## src/mifb_pkg.sv

```systemverilog
// shared constants and types for the interrupt flag and enable bank
package mifb_pkg;

  // register indices on the plain register port
  localparam logic [2:0] MIFB_ADDR_EDGE = 3'h0; // external_edge_select
  localparam logic [2:0] MIFB_ADDR_CTL0 = 3'h1; // irq_control_zero
  localparam logic [2:0] MIFB_ADDR_CTL1 = 3'h2; // irq_control_one
  localparam logic [2:0] MIFB_ADDR_CTL2 = 3'h3; // irq_control_two
  localparam logic [2:0] MIFB_ADDR_GRP0 = 3'h4; // group_zero_sources
  localparam logic [2:0] MIFB_ADDR_GRP1 = 3'h5; // group_one_sources
  localparam logic [2:0] MIFB_ADDR_GRP2 = 3'h6; // group_two_sources
  localparam logic [2:0] MIFB_ADDR_STAT = 3'h7; // sticky event status
  localparam logic [2:0] MIFB_ADDR_MASK = 3'h0; // mask, on mask page

  // writable bit masks, unimplemented bits read zero
  localparam logic [7:0] MIFB_EDGE_WMASK = 8'h0F;
  localparam logic [7:0] MIFB_CTL0_WMASK = 8'h7F;
  localparam logic [7:0] MIFB_FULL_WMASK = 8'hFF;
  localparam logic [7:0] MIFB_GRP_WMASK  = 8'h33;
  localparam logic [7:0] MIFB_RESET_VAL  = 8'h00;

  // field positions in irq_control_zero
  localparam int MIFB_GIE_BIT  = 0;
  localparam int MIFB_P0E_BIT  = 1;
  localparam int MIFB_CMPE_BIT = 2;
  localparam int MIFB_G0E_BIT  = 3;
  localparam int MIFB_P0F_BIT  = 4;
  localparam int MIFB_CMPF_BIT = 5;
  localparam int MIFB_G0F_BIT  = 6;
  // flags sit four bits above their enables in the full registers
  localparam int MIFB_FLAG_OFS = 4;
  // pin edge field positions
  localparam int MIFB_PIN0_LSB = 0;
  localparam int MIFB_PIN1_LSB = 2;

  // edge select encodings
  localparam logic [1:0] MIFB_EDGE_OFF  = 2'h0;
  localparam logic [1:0] MIFB_EDGE_RISE = 2'h1;
  localparam logic [1:0] MIFB_EDGE_FALL = 2'h2;
  localparam logic [1:0] MIFB_EDGE_BOTH = 2'h3;

  // request vector line numbers toward the core
  localparam int MIFB_NREQ = 11;

  // peripheral event pulses, one cycle each
  typedef struct packed {
    logic comparator;
    logic converter;
    logic timebase0;
    logic timebase1;
    logic serial_iface;
    logic serial_async;
    logic timer0_cmpa;
    logic timer0_cmpp;
    logic timer1_cmpa;
    logic timer1_cmpp;
    logic periodic_timer_cmpa;
    logic periodic_timer_cmpp;
    logic eeprom_done;
    logic low_voltage;
  } mifb_events_s;

  // request lines, index order of the core's vectors
  typedef enum logic [3:0] {
    MIFB_V_PIN0, MIFB_V_CMP, MIFB_V_G0, MIFB_V_G1, MIFB_V_G2,
    MIFB_V_CONV, MIFB_V_TB0, MIFB_V_TB1, MIFB_V_SIFC, MIFB_V_SASY,
    MIFB_V_PIN1
  } mifb_vec_e;

endpackage : mifb_pkg

```

## src/mifb_edge_det.sv

```systemverilog
// edge detector for one external interrupt pin
`timescale 1ns/100ps
module mifb_edge_det
  import mifb_pkg::*;
(
  input  wire logic       i_sys_clk, // system clock
  input  wire logic       i_rstn,    // async reset, active low
  input  wire logic       i_pin,     // pin level, synchronous
  input  wire logic [1:0] i_sel,     // edge field
  output logic            o_hit      // selected edge seen
);

  logic pin_q; // previous pin level

  // previous sample, resets low so a high pin after reset reads rising
  always_ff @(posedge i_sys_clk or negedge i_rstn) begin
    if (!i_rstn) begin
      pin_q <= 1'b0;
    end else begin
      pin_q <= i_pin;
    end
  end

  // decode the edge field
  always_comb begin
    case (i_sel)
      MIFB_EDGE_RISE: o_hit = i_pin & ~pin_q;
      MIFB_EDGE_FALL: o_hit = ~i_pin & pin_q;
      MIFB_EDGE_BOTH: o_hit = i_pin ^ pin_q;
      default:        o_hit = 1'b0; // disabled
    endcase
  end

endmodule : mifb_edge_det

```

## src/mifb_flag_reg.sv

```systemverilog
// one request register: four flags over four enables
`timescale 1ns/100ps
module mifb_flag_reg
  import mifb_pkg::*;
(
  input  wire logic       i_sys_clk, // system clock
  input  wire logic       i_rstn,    // async reset, active low
  input  wire logic [7:0] i_wmask,   // implemented bits
  input  wire logic       i_wr,      // software write
  input  wire logic [7:0] i_wdata,   // write data
  input  wire logic [3:0] i_set,     // hardware flag sets
  input  wire logic [3:0] i_clr,     // service clears
  output logic      [7:0] o_value    // register contents
);

  logic [7:0] reg_q; // flags high nibble, enables low
  logic [7:0] reg_d; // next value

  // software write first, then clears, hardware set wins over both
  always_comb begin
    reg_d = reg_q;
    if (i_wr) begin
      reg_d = i_wdata;
    end
    reg_d[7:4] = (reg_d[7:4] & ~i_clr) | i_set;
    reg_d = reg_d & i_wmask;
  end

  // storage
  always_ff @(posedge i_sys_clk or negedge i_rstn) begin
    if (!i_rstn) begin
      reg_q <= MIFB_RESET_VAL;
    end else begin
      reg_q <= reg_d;
    end
  end

  assign o_value = reg_q;

endmodule : mifb_flag_reg

```

## src/mifb_bank.sv

```systemverilog
// interrupt request flag and enable bank with register port
//
// The register offsets and strobed register access were decided locally.
`timescale 1ns/100ps
module mifb_bank
  import mifb_pkg::*;
(
  input  wire logic                 i_sys_clk, // system clock
  input  wire logic                 i_rstn,    // async reset, active low
  input  wire logic [3:0]           i_addr,    // bit3 selects mask page
  input  wire logic [7:0]           i_wdata,   // write data
  input  wire logic                 i_wr,      // write strobe
  input  wire logic                 i_rd,      // read strobe
  output logic      [7:0]           o_rdata,   // read data, next cycle
  input  wire logic                 i_pin0,    // external pin 0
  input  wire logic                 i_pin1,    // external pin 1
  input  wire mifb_events_s         i_evt,     // peripheral pulses
  input  wire logic                 i_ack,     // core takes a vector
  input  wire logic [3:0]           i_ack_vec, // which vector
  output logic      [MIFB_NREQ-1:0] o_req,     // requests to core
  output logic                      o_irq      // masked status level
);

  logic [7:0] edge_q;    // edge select register
  logic [6:0] ctl0_q;    // control zero bits 6..0
  logic [7:0] ctl1_v;    // control one value
  logic [7:0] ctl2_v;    // control two value
  logic [7:0] grp0_v;    // group zero sources
  logic [7:0] grp1_v;    // group one sources
  logic [7:0] grp2_v;    // group two sources
  logic [7:0] stat_q;    // sticky event status
  logic [7:0] mask_q;    // status mask
  logic [7:0] rdata_q;   // read data register
  logic [MIFB_NREQ-1:0] req_q; // request lines
  logic       irq_q;     // interrupt level
  logic       hit0;      // pin0 edge seen
  logic       hit1;      // pin1 edge seen
  logic       page_m;    // mask page access
  logic [7:0] wr_dec;    // one-hot register write
  logic [3:0] set1;      // control one hw sets
  logic [3:0] set2;      // control two hw sets
  logic [3:0] clr1;      // control one service clears
  logic [3:0] clr2;      // control two service clears
  logic       g0_set;    // any group0 sub-flag newly set
  logic       g1_set;    // any group1 sub-flag newly set
  logic       g2_set;    // any group2 sub-flag newly set
  logic       svc;       // a vector is taken
  logic [7:0] evt_vec;   // status event vector
  logic [7:0] rd_mux;    // read selection

  assign page_m = i_addr[3];
  assign svc    = i_ack;

  mifb_edge_det u_edge0 (
    .i_sys_clk (i_sys_clk),
    .i_rstn    (i_rstn),
    .i_pin     (i_pin0),
    .i_sel     (edge_q[MIFB_PIN0_LSB +: 2]),
    .o_hit     (hit0)
  );

  mifb_edge_det u_edge1 (
    .i_sys_clk (i_sys_clk),
    .i_rstn    (i_rstn),
    .i_pin     (i_pin1),
    .i_sel     (edge_q[MIFB_PIN1_LSB +: 2]),
    .o_hit     (hit1)
  );

  // address decode to one write line per register
  always_comb begin
    wr_dec = 8'h00;
    // mask page writes reach the mask alone, so edge select keeps its bits
    if (i_wr && !page_m) begin
      wr_dec[i_addr[2:0]] = 1'b1;
    end
  end

  // group flag sets on any new sub-source set
  // routing of timer and eeprom/lvd sources
  assign g0_set = i_evt.timer0_cmpa | i_evt.timer0_cmpp;
  assign g1_set = i_evt.timer1_cmpa | i_evt.timer1_cmpp
                | i_evt.periodic_timer_cmpa
                | i_evt.periodic_timer_cmpp;
  assign g2_set = i_evt.eeprom_done | i_evt.low_voltage;

  // control one set order: tb0, conv, g2, g1
  assign set1 = {i_evt.timebase0, i_evt.converter, g2_set, g1_set};
  // control two set order: uart, serial, pin1, tb1
  assign set2 = {i_evt.serial_async, i_evt.serial_iface, hit1,
                 i_evt.timebase1};

  // service clears only the taken flag
  always_comb begin
    clr1 = 4'h0;
    clr2 = 4'h0;
    if (svc) begin
      case (i_ack_vec)
        MIFB_V_TB0:  clr1[3] = 1'b1;
        MIFB_V_CONV: clr1[2] = 1'b1;
        MIFB_V_G2:   clr1[1] = 1'b1;
        MIFB_V_G1:   clr1[0] = 1'b1;
        MIFB_V_SASY: clr2[3] = 1'b1;
        MIFB_V_SIFC: clr2[2] = 1'b1;
        MIFB_V_PIN1: clr2[1] = 1'b1;
        MIFB_V_TB1:  clr2[0] = 1'b1;
        default: begin
          clr1 = 4'h0;
          clr2 = 4'h0;
        end
      endcase
    end
  end

  always_ff @(posedge i_sys_clk or negedge i_rstn) begin
    if (!i_rstn) begin
      edge_q <= MIFB_RESET_VAL;
    end else if (wr_dec[MIFB_ADDR_EDGE]) begin
      edge_q <= i_wdata & MIFB_EDGE_WMASK;
    end
  end

  // control zero: hand-built since bit 0 is the global enable
  always_ff @(posedge i_sys_clk or negedge i_rstn) begin
    if (!i_rstn) begin
      ctl0_q <= 7'h00;
    end else begin
      if (wr_dec[MIFB_ADDR_CTL0]) begin
        ctl0_q <= i_wdata[6:0];
      end
      if (svc) begin
        ctl0_q[MIFB_GIE_BIT] <= 1'b0;
        if (i_ack_vec == MIFB_V_PIN0) ctl0_q[MIFB_P0F_BIT]  <= 1'b0;
        if (i_ack_vec == MIFB_V_CMP)  ctl0_q[MIFB_CMPF_BIT] <= 1'b0;
        // group zero flag cleared on service
        if (i_ack_vec == MIFB_V_G0)   ctl0_q[MIFB_G0F_BIT]  <= 1'b0;
      end
      // hardware sets win over write and service
      if (hit0)                ctl0_q[MIFB_P0F_BIT]  <= 1'b1;
      if (i_evt.comparator)    ctl0_q[MIFB_CMPF_BIT] <= 1'b1;
      if (g0_set)              ctl0_q[MIFB_G0F_BIT]  <= 1'b1;
    end
  end

  mifb_flag_reg u_ctl1 (
    .i_sys_clk (i_sys_clk),
    .i_rstn    (i_rstn),
    .i_wmask   (MIFB_FULL_WMASK),
    .i_wr      (wr_dec[MIFB_ADDR_CTL1]),
    .i_wdata   (i_wdata),
    .i_set     (set1),
    .i_clr     (clr1),
    .o_value   (ctl1_v)
  );

  mifb_flag_reg u_ctl2 (
    .i_sys_clk (i_sys_clk),
    .i_rstn    (i_rstn),
    .i_wmask   (MIFB_FULL_WMASK),
    .i_wr      (wr_dec[MIFB_ADDR_CTL2]),
    .i_wdata   (i_wdata),
    .i_set     (set2),
    .i_clr     (clr2),
    .o_value   (ctl2_v)
  );

  // group zero sources, bits 7..6 and 3..2 absent
  // sub-flags are never cleared by service, only by software
  mifb_flag_reg u_grp0 (
    .i_sys_clk (i_sys_clk),
    .i_rstn    (i_rstn),
    .i_wmask   (MIFB_GRP_WMASK),
    .i_wr      (wr_dec[MIFB_ADDR_GRP0]),
    .i_wdata   (i_wdata),
    .i_set     ({2'b00, i_evt.timer0_cmpa, i_evt.timer0_cmpp}),
    .i_clr     (4'h0),
    .o_value   (grp0_v)
  );

  mifb_flag_reg u_grp1 (
    .i_sys_clk (i_sys_clk),
    .i_rstn    (i_rstn),
    .i_wmask   (MIFB_FULL_WMASK),
    .i_wr      (wr_dec[MIFB_ADDR_GRP1]),
    .i_wdata   (i_wdata),
    .i_set     ({i_evt.timer1_cmpa, i_evt.timer1_cmpp,
                 i_evt.periodic_timer_cmpa, i_evt.periodic_timer_cmpp}),
    .i_clr     (4'h0),
    .o_value   (grp1_v)
  );

  // group two sources: eeprom bit 5, low voltage bit 4
  mifb_flag_reg u_grp2 (
    .i_sys_clk (i_sys_clk),
    .i_rstn    (i_rstn),
    .i_wmask   (MIFB_GRP_WMASK),
    .i_wr      (wr_dec[MIFB_ADDR_GRP2]),
    .i_wdata   (i_wdata),
    .i_set     ({2'b00, i_evt.eeprom_done, i_evt.low_voltage}),
    .i_clr     (4'h0),
    .o_value   (grp2_v)
  );

  // sticky status: pins, service taken, group activity
  assign evt_vec = {3'h0, svc, g2_set, g1_set | g0_set, hit1, hit0};

  // status bits, write one to clear, new event wins
  always_ff @(posedge i_sys_clk or negedge i_rstn) begin
    if (!i_rstn) begin
      stat_q <= MIFB_RESET_VAL;
    end else if (wr_dec[MIFB_ADDR_STAT]) begin
      stat_q <= (stat_q & ~i_wdata) | evt_vec;
    end else begin
      stat_q <= stat_q | evt_vec;
    end
  end

  // mask register on the mask page
  always_ff @(posedge i_sys_clk or negedge i_rstn) begin
    if (!i_rstn) begin
      mask_q <= MIFB_RESET_VAL;
    end else if (i_wr && page_m && i_addr[2:0] == MIFB_ADDR_MASK) begin
      mask_q <= i_wdata;
    end
  end

  // request = flag & enable & global enable
  always_ff @(posedge i_sys_clk or negedge i_rstn) begin
    if (!i_rstn) begin
      req_q <= '0;
    end else begin
      req_q[MIFB_V_PIN0] <= ctl0_q[MIFB_P0F_BIT] & ctl0_q[MIFB_P0E_BIT];
      req_q[MIFB_V_CMP]  <= ctl0_q[MIFB_CMPF_BIT] & ctl0_q[MIFB_CMPE_BIT];
      req_q[MIFB_V_G0]   <= ctl0_q[MIFB_G0F_BIT] & ctl0_q[MIFB_G0E_BIT];
      req_q[MIFB_V_G1]   <= ctl1_v[4] & ctl1_v[0];
      req_q[MIFB_V_G2]   <= ctl1_v[5] & ctl1_v[1];
      req_q[MIFB_V_CONV] <= ctl1_v[6] & ctl1_v[2];
      req_q[MIFB_V_TB0]  <= ctl1_v[7] & ctl1_v[3];
      req_q[MIFB_V_TB1]  <= ctl2_v[4] & ctl2_v[0];
      req_q[MIFB_V_PIN1] <= ctl2_v[5] & ctl2_v[1];
      req_q[MIFB_V_SIFC] <= ctl2_v[6] & ctl2_v[2];
      req_q[MIFB_V_SASY] <= ctl2_v[7] & ctl2_v[3];
      // global enable off, or just taken, blocks all
      if (!ctl0_q[MIFB_GIE_BIT] || svc) begin
        req_q <= '0;
      end
    end
  end

  // interrupt level from masked status
  always_ff @(posedge i_sys_clk or negedge i_rstn) begin
    if (!i_rstn) begin
      irq_q <= 1'b0;
    end else begin
      irq_q <= |(stat_q & mask_q);
    end
  end

  // read mux, unmapped reads as zero
  always_comb begin
    rd_mux = 8'h00;
    if (page_m) begin
      if (i_addr[2:0] == MIFB_ADDR_MASK) rd_mux = mask_q;
    end else if (i_addr[2:0] == MIFB_ADDR_EDGE) begin
      rd_mux = edge_q;
    end else if (i_addr[2:0] == MIFB_ADDR_CTL0) begin
      rd_mux = {1'b0, ctl0_q};
    end else if (i_addr[2:0] == MIFB_ADDR_CTL1) begin
      rd_mux = ctl1_v;
    end else if (i_addr[2:0] == MIFB_ADDR_CTL2) begin
      rd_mux = ctl2_v;
    end else if (i_addr[2:0] == MIFB_ADDR_GRP0) begin
      rd_mux = grp0_v;
    end else if (i_addr[2:0] == MIFB_ADDR_GRP1) begin
      rd_mux = grp1_v;
    end else if (i_addr[2:0] == MIFB_ADDR_GRP2) begin
      rd_mux = grp2_v;
    end else begin
      rd_mux = stat_q;
    end
  end

  // read data stands only in the cycle after the strobe
  always_ff @(posedge i_sys_clk or negedge i_rstn) begin
    if (!i_rstn) begin
      rdata_q <= 8'h00;
    end else if (i_rd) begin
      rdata_q <= rd_mux;
    end else begin
      rdata_q <= 8'h00;
    end
  end

  assign o_rdata = rdata_q;
  assign o_req   = req_q;
  assign o_irq   = irq_q;

endmodule : mifb_bank

```

## config.mk

```make
export PLATFORM = sky130hd
export DESIGN_NAME = mifb_bank
export DESIGN_NICKNAME = d
export VERILOG_FILES = /design/src/mifb_pkg.sv /design/src/mifb_edge_det.sv /design/src/mifb_flag_reg.sv /design/src/mifb_bank.sv
export SDC_FILE = /design/constraint.sdc
export NUM_CORES = 1
export LEC_CHECK = 0
export BUFFER_PORTS_ARGS = -buffer_cell sky130_fd_sc_hd__clkbuf_2
export CAP_MARGIN = 30
export CORE_UTILIZATION = 53
export DETAILED_ROUTE_END_ITERATION = 8
export PLACE_DENSITY = 0.85
export SLEW_MARGIN = 20
export SYNTH_ARGS = -nofsm -noshare
export SYNTH_HDL_FRONTEND = slang
export SYNTH_HIERARCHICAL = 1
export SYNTH_SLANG_ARGS = --single-unit
export TNS_END_PERCENT = 10
```

## constraint.sdc

```tcl
create_clock -name i_sys_clk -period 1.4 [get_ports i_sys_clk]
set_input_delay 0.07 -clock i_sys_clk [delete_from_list [all_inputs] [get_ports i_sys_clk]]
set_output_delay 0.07 -clock i_sys_clk [all_outputs]
set_load 0.02 [all_outputs]
```

Yosys cells after proc, flatten, opt, wreduce, memory -nomap -nowiden
Cells that the tools add are included.
{"block": "op_classes", "order_cmp": 2, "eq_ne": 22, "n_mux": 41, "reduce_logical": 11, "bitwise": 41}
{"cell": "2-to-1 mux 8 bit", "n": 15}
{"cell": "AND 8 bit", "n": 2}
{"cell": "equality test 4 x 3 -> 1 bit (second input constant)", "n": 4}
{"cell": "2-to-1 mux 1 bit", "n": 16}
{"cell": "bitwise OR 8 x 5 -> 8 bit", "n": 2}
{"cell": "AND 1 bit", "n": 15}
{"cell": "equality test 4 bit (second input constant)", "n": 3}
{"cell": "2-to-1 mux 6 bit", "n": 2}
{"cell": "bitwise OR 4 bit", "n": 3}
{"cell": "2-to-1 mux 11 bit", "n": 1}
{"cell": "equality test 3 bit (second input constant)", "n": 3}
{"cell": "AND 4 bit", "n": 2}
{"cell": "equality test 2 bit (second input constant)", "n": 4}
{"cell": "equality test 4 x 2 -> 1 bit (second input constant)", "n": 2}
{"cell": "2-to-1 mux 4 bit", "n": 2}
{"cell": "inverter 4 bit", "n": 2}
{"cell": "inverter 8 bit", "n": 1}
{"cell": "OR reduction 8 bit", "n": 1}
{"cell": "2-to-1 mux 7 bit", "n": 1}
{"cell": "equality test 3 x 2 -> 1 bit (second input constant)", "n": 2}
{"cell": "bitwise OR 1 bit", "n": 6}
{"cell": "one-hot mux 1 bit (3 select lines)", "n": 2}
{"cell": "equality test 2 x 1 -> 1 bit (second input constant)", "n": 2}
{"cell": "equality test 4 x 1 -> 1 bit (second input constant)", "n": 1}
{"cell": "14 further kinds", "n": 23}
{"block": "word_totals", "elab_cells": 138, "input_bits": 37, "out_inout_bits": 20, "regBits": 81}

Logic depth before layout (Yosys ltp)
{"block": "depth", "ltp_word": 10, "mapped_depth": 7, "depth_no_buf": 7}

Cells and area by module
Netlist, hierarchy kept.
{"module": "mifb_bank", "instances": 1, "cells_per_inst": 238, "seq_area_each_um2": 1176.1, "area_each_um2": 2637.5}
{"module": "mifb_flag_reg", "instances": 5, "cells_per_inst": 33, "seq_area_each_um2": 200.2, "area_each_um2": 376.6}
{"module": "mifb_edge_det", "instances": 2, "cells_per_inst": 10, "seq_area_each_um2": 25.0, "area_each_um2": 83.8}

Worst setup path before layout
Ideal clock, no wire load.
{"block": "synth_path", "path_type": "register -> register", "from": "reg edge_q[1]", "to": "reg rdata_q[1], in the netlist o_rdata[1]", "t_required_ns": 1.271, "n_path_buf": 0, "setup_slack_ns": 0.062, "path_stages_with_launch": 5, "synth_period_minus_slack_ns": 1.338, "arrival_time_ns": 1.208, "setup_ns": 0.129, "path_cell_list": "dfrtp_1 -> mux4_2 -> nor2b_1 -> a211oi_1 -> a211oi_1"}
{"block": "synth_via", "elab_chain_cells": 3}
{"item": "from (decl)", "line_no": "mifb_bank.sv:24", "rtl": "logic [7:0] edge_q;"}
{"item": "from (signal assigned)", "line_no": "mifb_bank.sv:119", "rtl": "edge_q <= i_wdata & MIFB_EDGE_WMASK;"}
{"item": "2-to-1 mux 8 bit", "line_no": "mifb_bank.sv:264", "rtl": "end else if (i_addr[2:0] == MIFB_ADDR_EDGE) begin"}
{"item": "2-to-1 mux 8 bit", "line_no": "mifb_bank.sv:262", "rtl": "if (page_m) begin"}
{"item": "2-to-1 mux 8 bit", "line_no": "mifb_bank.sv:287", "rtl": "end else if (i_rd) begin"}
{"item": "to (signal assigned)", "line_no": "mifb_bank.sv:288", "rtl": "rdata_q <= rd_mux;"}
{"item": "to (decl)", "line_no": "mifb_bank.sv:33", "rtl": "logic [7:0] rdata_q;"}
Every way passes these cells.
A chain may end at the register's enable or synchronous reset.

Final worst setup path
{"block": "layout_path", "from": "reg u_ctl1.reg_q[1], in the netlist u_ctl1/o_value[1]", "to": "reg rdata_q[1], in the netlist o_rdata[1]"}
{"block": "layout_via", "elab_chain_cells": 5}
{"item": "from (decl)", "line_no": "mifb_flag_reg.sv:16", "rtl": "logic [7:0] reg_q;"}
{"item": "from (signal assigned)", "line_no": "mifb_flag_reg.sv:34", "rtl": "reg_q <= reg_d;"}
{"item": "2-to-1 mux 8 bit", "line_no": "mifb_bank.sv:268", "rtl": "end else if (i_addr[2:0] == MIFB_ADDR_CTL1) begin"}
{"item": "2-to-1 mux 8 bit", "line_no": "mifb_bank.sv:266", "rtl": "end else if (i_addr[2:0] == MIFB_ADDR_CTL0) begin"}
{"item": "2-to-1 mux 8 bit", "line_no": "mifb_bank.sv:264"}
{"item": "2-to-1 mux 8 bit", "line_no": "mifb_bank.sv:262"}
{"item": "2-to-1 mux 8 bit", "line_no": "mifb_bank.sv:287"}
Every way passes these cells.

==> run summary <==
WORST SETUP PATH
------------------------------------------------------------------------------------------
Longest individual stage delay on the worst path                                    490 ps
Category of the most critical setup path                                           reg2reg
Launch point of the worst reg-to-reg path                                     u_ctl1/o_value[1]$_DFF_PN0_
Type of element launching the critical path                                       register
CP Max Fanout                                                                            3
Arrival time reported for the critical path endpoint                               1610 ps
R2R cell count                                                                           3
Ordered cell list for the critical path                                       mux4_2 > a211oi_2 > a211oi_1
Slowest cell on the critical path                                             sky130_fd_sc_hd__mux4_2
Startpoint of the most critical setup path                                    u_ctl1/o_value[1]$_DFF_PN0_
Data required, critical path                                                       1650 ps
CP Capture Type                                                                   register
Reg2Reg Capture Point                                                         o_rdata[1]$_DFF_PN0_
Setup slack, reg-to-reg                                                              30 ps

SYNTH
------------------------------------------------------------------------------------------
Share of the synthesized area in the top cell type                                   0.475
Dominant cell by count in the synthesized netlist                             sky130_fd_sc_hd__dfrtp_1
Average footprint of a synthesized cell                                           11.1 µm²
Flip-flop cell with the highest count after synthesis                         sky130_fd_sc_hd__dfrtp_1
Share of synthesized cell area in full adder, half adder and majority cells         0.0107
Biggest area contributors in the synthesized netlist                          sky130_fd_sc_hd__dfrtp_1 48%, sky130_fd_sc_hd__mux2i_1 9.8%, sky130_fd_sc_hd__mux2_2 4.6%
Most numerous cell types in the synthesized netlist                           89 x sky130_fd_sc_hd__dfrtp_1, 46 x sky130_fd_sc_hd__mux2i_1, 34 x sky130_fd_sc_hd__nand2_1, 30 x sky130_fd_sc_hd__nor2b_1
Synth warn                                                                               6
Cell count after synthesis                                                             423
Simple logic cell fraction of the synthesized area                                   0.181
Parity-gate share of the synthesized area counting xor and xnor cells                    0
Portion of netlist area occupied by mux cells                                        0.173
Number of distinct standard cells referenced by the synthesized netlist                 54
Number of storage elements in the synthesis netlist                                     89
Synthesized cell area                                                             4690 µm²
Async set-reset flop share out of synthesis                                           1.00
Dominant combinational cell family by area after synthesis                    simple AND/OR/NAND/NOR gates
Number of synthesized flops with an enable pin                                           0
Post-synthesis sequential area ratio                                                 0.475
Most area-hungry cell type in the Yosys netlist                               sky130_fd_sc_hd__dfrtp_1
Synth Area in Compound Gates                                                         0.112

CLOCK NETWORK
------------------------------------------------------------------------------------------
TritonCTS buffer count                                                                   9
CTS Root Cell                                                                 sky130_fd_sc_hd__clkbuf_8
CTS tree                                                                              done
Buffers inserted by post-CTS timing repair                                               0
CTS max path bufs                                                                        2
Clock Pin Slew Worst Setup and Hold Paths                                            90 ps
Source-to-sink clock delay at the later pin of the worst-skew pair                  370 ps
Number of levels in the clock H-tree                                                     3
TritonCTS sink count                                                                    89

DETAILED ROUTING
------------------------------------------------------------------------------------------
First-pass iteration count of the detailed router                                        7
Routed WL                                                                         12200 µm
Number of design rule violations left after detail routing                               0
Iter 0 DRT Violations                                                                  363
Number of nets with antenna violations after detailed routing                            0
Vias per cell                                                                         5.45
Wirelength per Cell                                                                17.1 µm
Via count                                                                             3870

GLOBAL ROUTING
------------------------------------------------------------------------------------------
Global Route Usage Sum                                                               0.287
Antenna violations before repair                                                         0
GR Overflow Total                                                                        0
Maximum number of pins on one net before global-route repair                            53
Via count of the first global-routing pass                                            3777
Global-route wire length before repair                                            19400 µm

TIMING
------------------------------------------------------------------------------------------
Setup repair after global routing missed its margin                                   true
Peak Freq                                                                          730 MHz
Final Max Tran Viols                                                                     0
Final worst-path cycle share                                                         0.978
Setup Skew                                                                         9.76 ps
Post-layout minimum cycle time                                                     1370 ps
Final setup vio count                                                                    0
Least setup slack across all paths after layout                                    30.7 ps
Worst hold margin                                                                  12.0 ps
Final hold vios                                                                          0

OUTCOME
------------------------------------------------------------------------------------------
Run status                                                                    finished, final reports clean

DIE
------------------------------------------------------------------------------------------
Initial core utilization                                                             0.559
Boundary Pins                                                                           57
DIE AREA                                                                          9230 µm²
Core outline area                                                                 8380 µm²
Chip height                                                                        96.1 µm
Count of standard-cell rows                                                             33
Die width                                                                          96.1 µm

PLACED DESIGN
------------------------------------------------------------------------------------------
Cell area after placement                                                         5530 µm²
Number of buffers added on ports                                                        56
Final GP Congestion                                                                  0.919
Setup WS pre-CTS                                                                   -125 ps
HPWL after detailed placement                                                      9030 µm

FINAL LAYOUT
------------------------------------------------------------------------------------------
Post-layout net count                                                                  641
Fraction of final layout cells with drive strength greater than 1                    0.250
Finished layout cell area                                                         5930 µm²
Number of flip-flops in the largest register                                            11
Antenna fix cells                                                                        0
Share of the core filled with cells                                                  0.708
Growth of design area from synthesis to finish                                       26.5%

MIN PATH
------------------------------------------------------------------------------------------
Min-delay src                                                                         i_rd
Worst hold stages                                                                        3
Worst Hold Endpoint                                                           o_rdata[5]$_DFF_PN0_
Class of the worst hold path                                                        in2reg

FLOW RUN
------------------------------------------------------------------------------------------
Max-cap check violation count                                                            0

PWR
------------------------------------------------------------------------------------------
Leakage                                                                            2.82 nW
PnR Total Power                                                                    5.69 mW
Power per unit of standard cell area                                            959 nW/µm²
Largest vdd supply drop                                                             542 µV

-- through the flow --
| stage | setup TNS, ps | std cells |
|---|---|---|
| 2_1_floorplan | 0 | 497 |
| 3_3_place_gp | -218 | 676 |
| 3_5_place_dp | -1350 | 676 |
| 4_1_cts | 0 | 710 |
| 5_1_grt | -37.3 | 710 |
| 6_report | 0 | 710 |
-- cells by family (layout without fill, tap and decap cells) --
group	after synthesis	after routing
compound gates	79	79
fa+ha+maj	4	4
buf+inv	28	136
flops	89	89
mux	71	71
other cells	2	76
simple gates	150	150
-- cell type report --
class / instances / area, µm²
multi-input combinational: 380 / 2540
fill: 629 / 2450
sequential: 89 / 2230
timing repair buffer: 111 / 803
tap: 105 / 131
clock buffer: 9 / 124
clock inverter: 7 / 71.3
inverter: 9 / 33.8
-- worst max-delay path by stage --
| stage | slack [ps] | to |
|---|---|---|
| finish | 30 | o_rdata[1]$_DFF_PN0_ |
| global route | -20 | o_rdata[0]$_DFF_PN0_ |
| CTS | 5 | o_rdata[1]$_DFF_PN0_ |
| detailed placement | -130 | o_rdata[6]$_DFF_PN0_ |
| global placement | -110 | o_rdata[6]$_DFF_PN0_ |
| floorplan | 60 | o_rdata[1]$_DFF_PN0_ |
-- report_power, final --
part	internal (mW)	total, mW	switching (mW)
logic	0.481	0.980	0.499
registers	2.77	2.95	0.180
clock network	0.820	1.76	0.942
total	4.07	5.69	1.62
-- repair_timing --
action                                  CTS  global route
pin swaps                                 1             0
endpoints found under the hold margin   108             0
hold buffers                             18             0
endpoints found under the setup margin    1             5
resized for setup                         0             5
-- cell usage in the layout, fill, tap and decap left out, types with 3 or more instances in the layout --
cell type and instances:
sky130_fd_sc_hd__clkbuf_8 9, sky130_fd_sc_hd__dlygate4sd3_1 18, sky130_fd_sc_hd__mux2_2 19, sky130_fd_sc_hd__nor3_1 6, sky130_fd_sc_hd__mux2i_1 46, sky130_fd_sc_hd__a21boi_0 3
sky130_fd_sc_hd__buf_4 33, sky130_fd_sc_hd__nand3_1 6, sky130_fd_sc_hd__nand2_1 34, sky130_fd_sc_hd__a211oi_1 4, sky130_fd_sc_hd__a22oi_1 7, sky130_fd_sc_hd__a21o_1 5
sky130_fd_sc_hd__o21ai_1 23, sky130_fd_sc_hd__clkbuf_2 55, sky130_fd_sc_hd__dfrtp_1 89, sky130_fd_sc_hd__mux4_2 6, sky130_fd_sc_hd__clkinvlp_4 3, sky130_fd_sc_hd__a21oi_1 6
sky130_fd_sc_hd__nor2b_1 30, sky130_fd_sc_hd__o21ai_0 8, sky130_fd_sc_hd__and3_1 11, sky130_fd_sc_hd__nand2b_1 24, sky130_fd_sc_hd__conb_1 76, sky130_fd_sc_hd__nor2_1 19
sky130_fd_sc_hd__buf_12 5, sky130_fd_sc_hd__ha_1 4, sky130_fd_sc_hd__inv_1 9
-- worst max-delay path, delay by kind of cell, from the launching register on --
kind | cells | cell delay, ps
muxes | 1 | 490
AOI/OAI and AO/OA | 2 | 310
DFF | 1 | 450
-- per-layer routing --
layer / global-route usage / up-vias / wire (µm)
met2: 0.465 / 208 / 5800
met3: 0.0395 / 33 / 867
met4: 0.124 / 0 / 356
met5: 0 / - / 0
li1: - / 1786 / -
met1: 0.384 / 1843 / 5150
No activity file was read; power rests on OpenSTA's default activity.
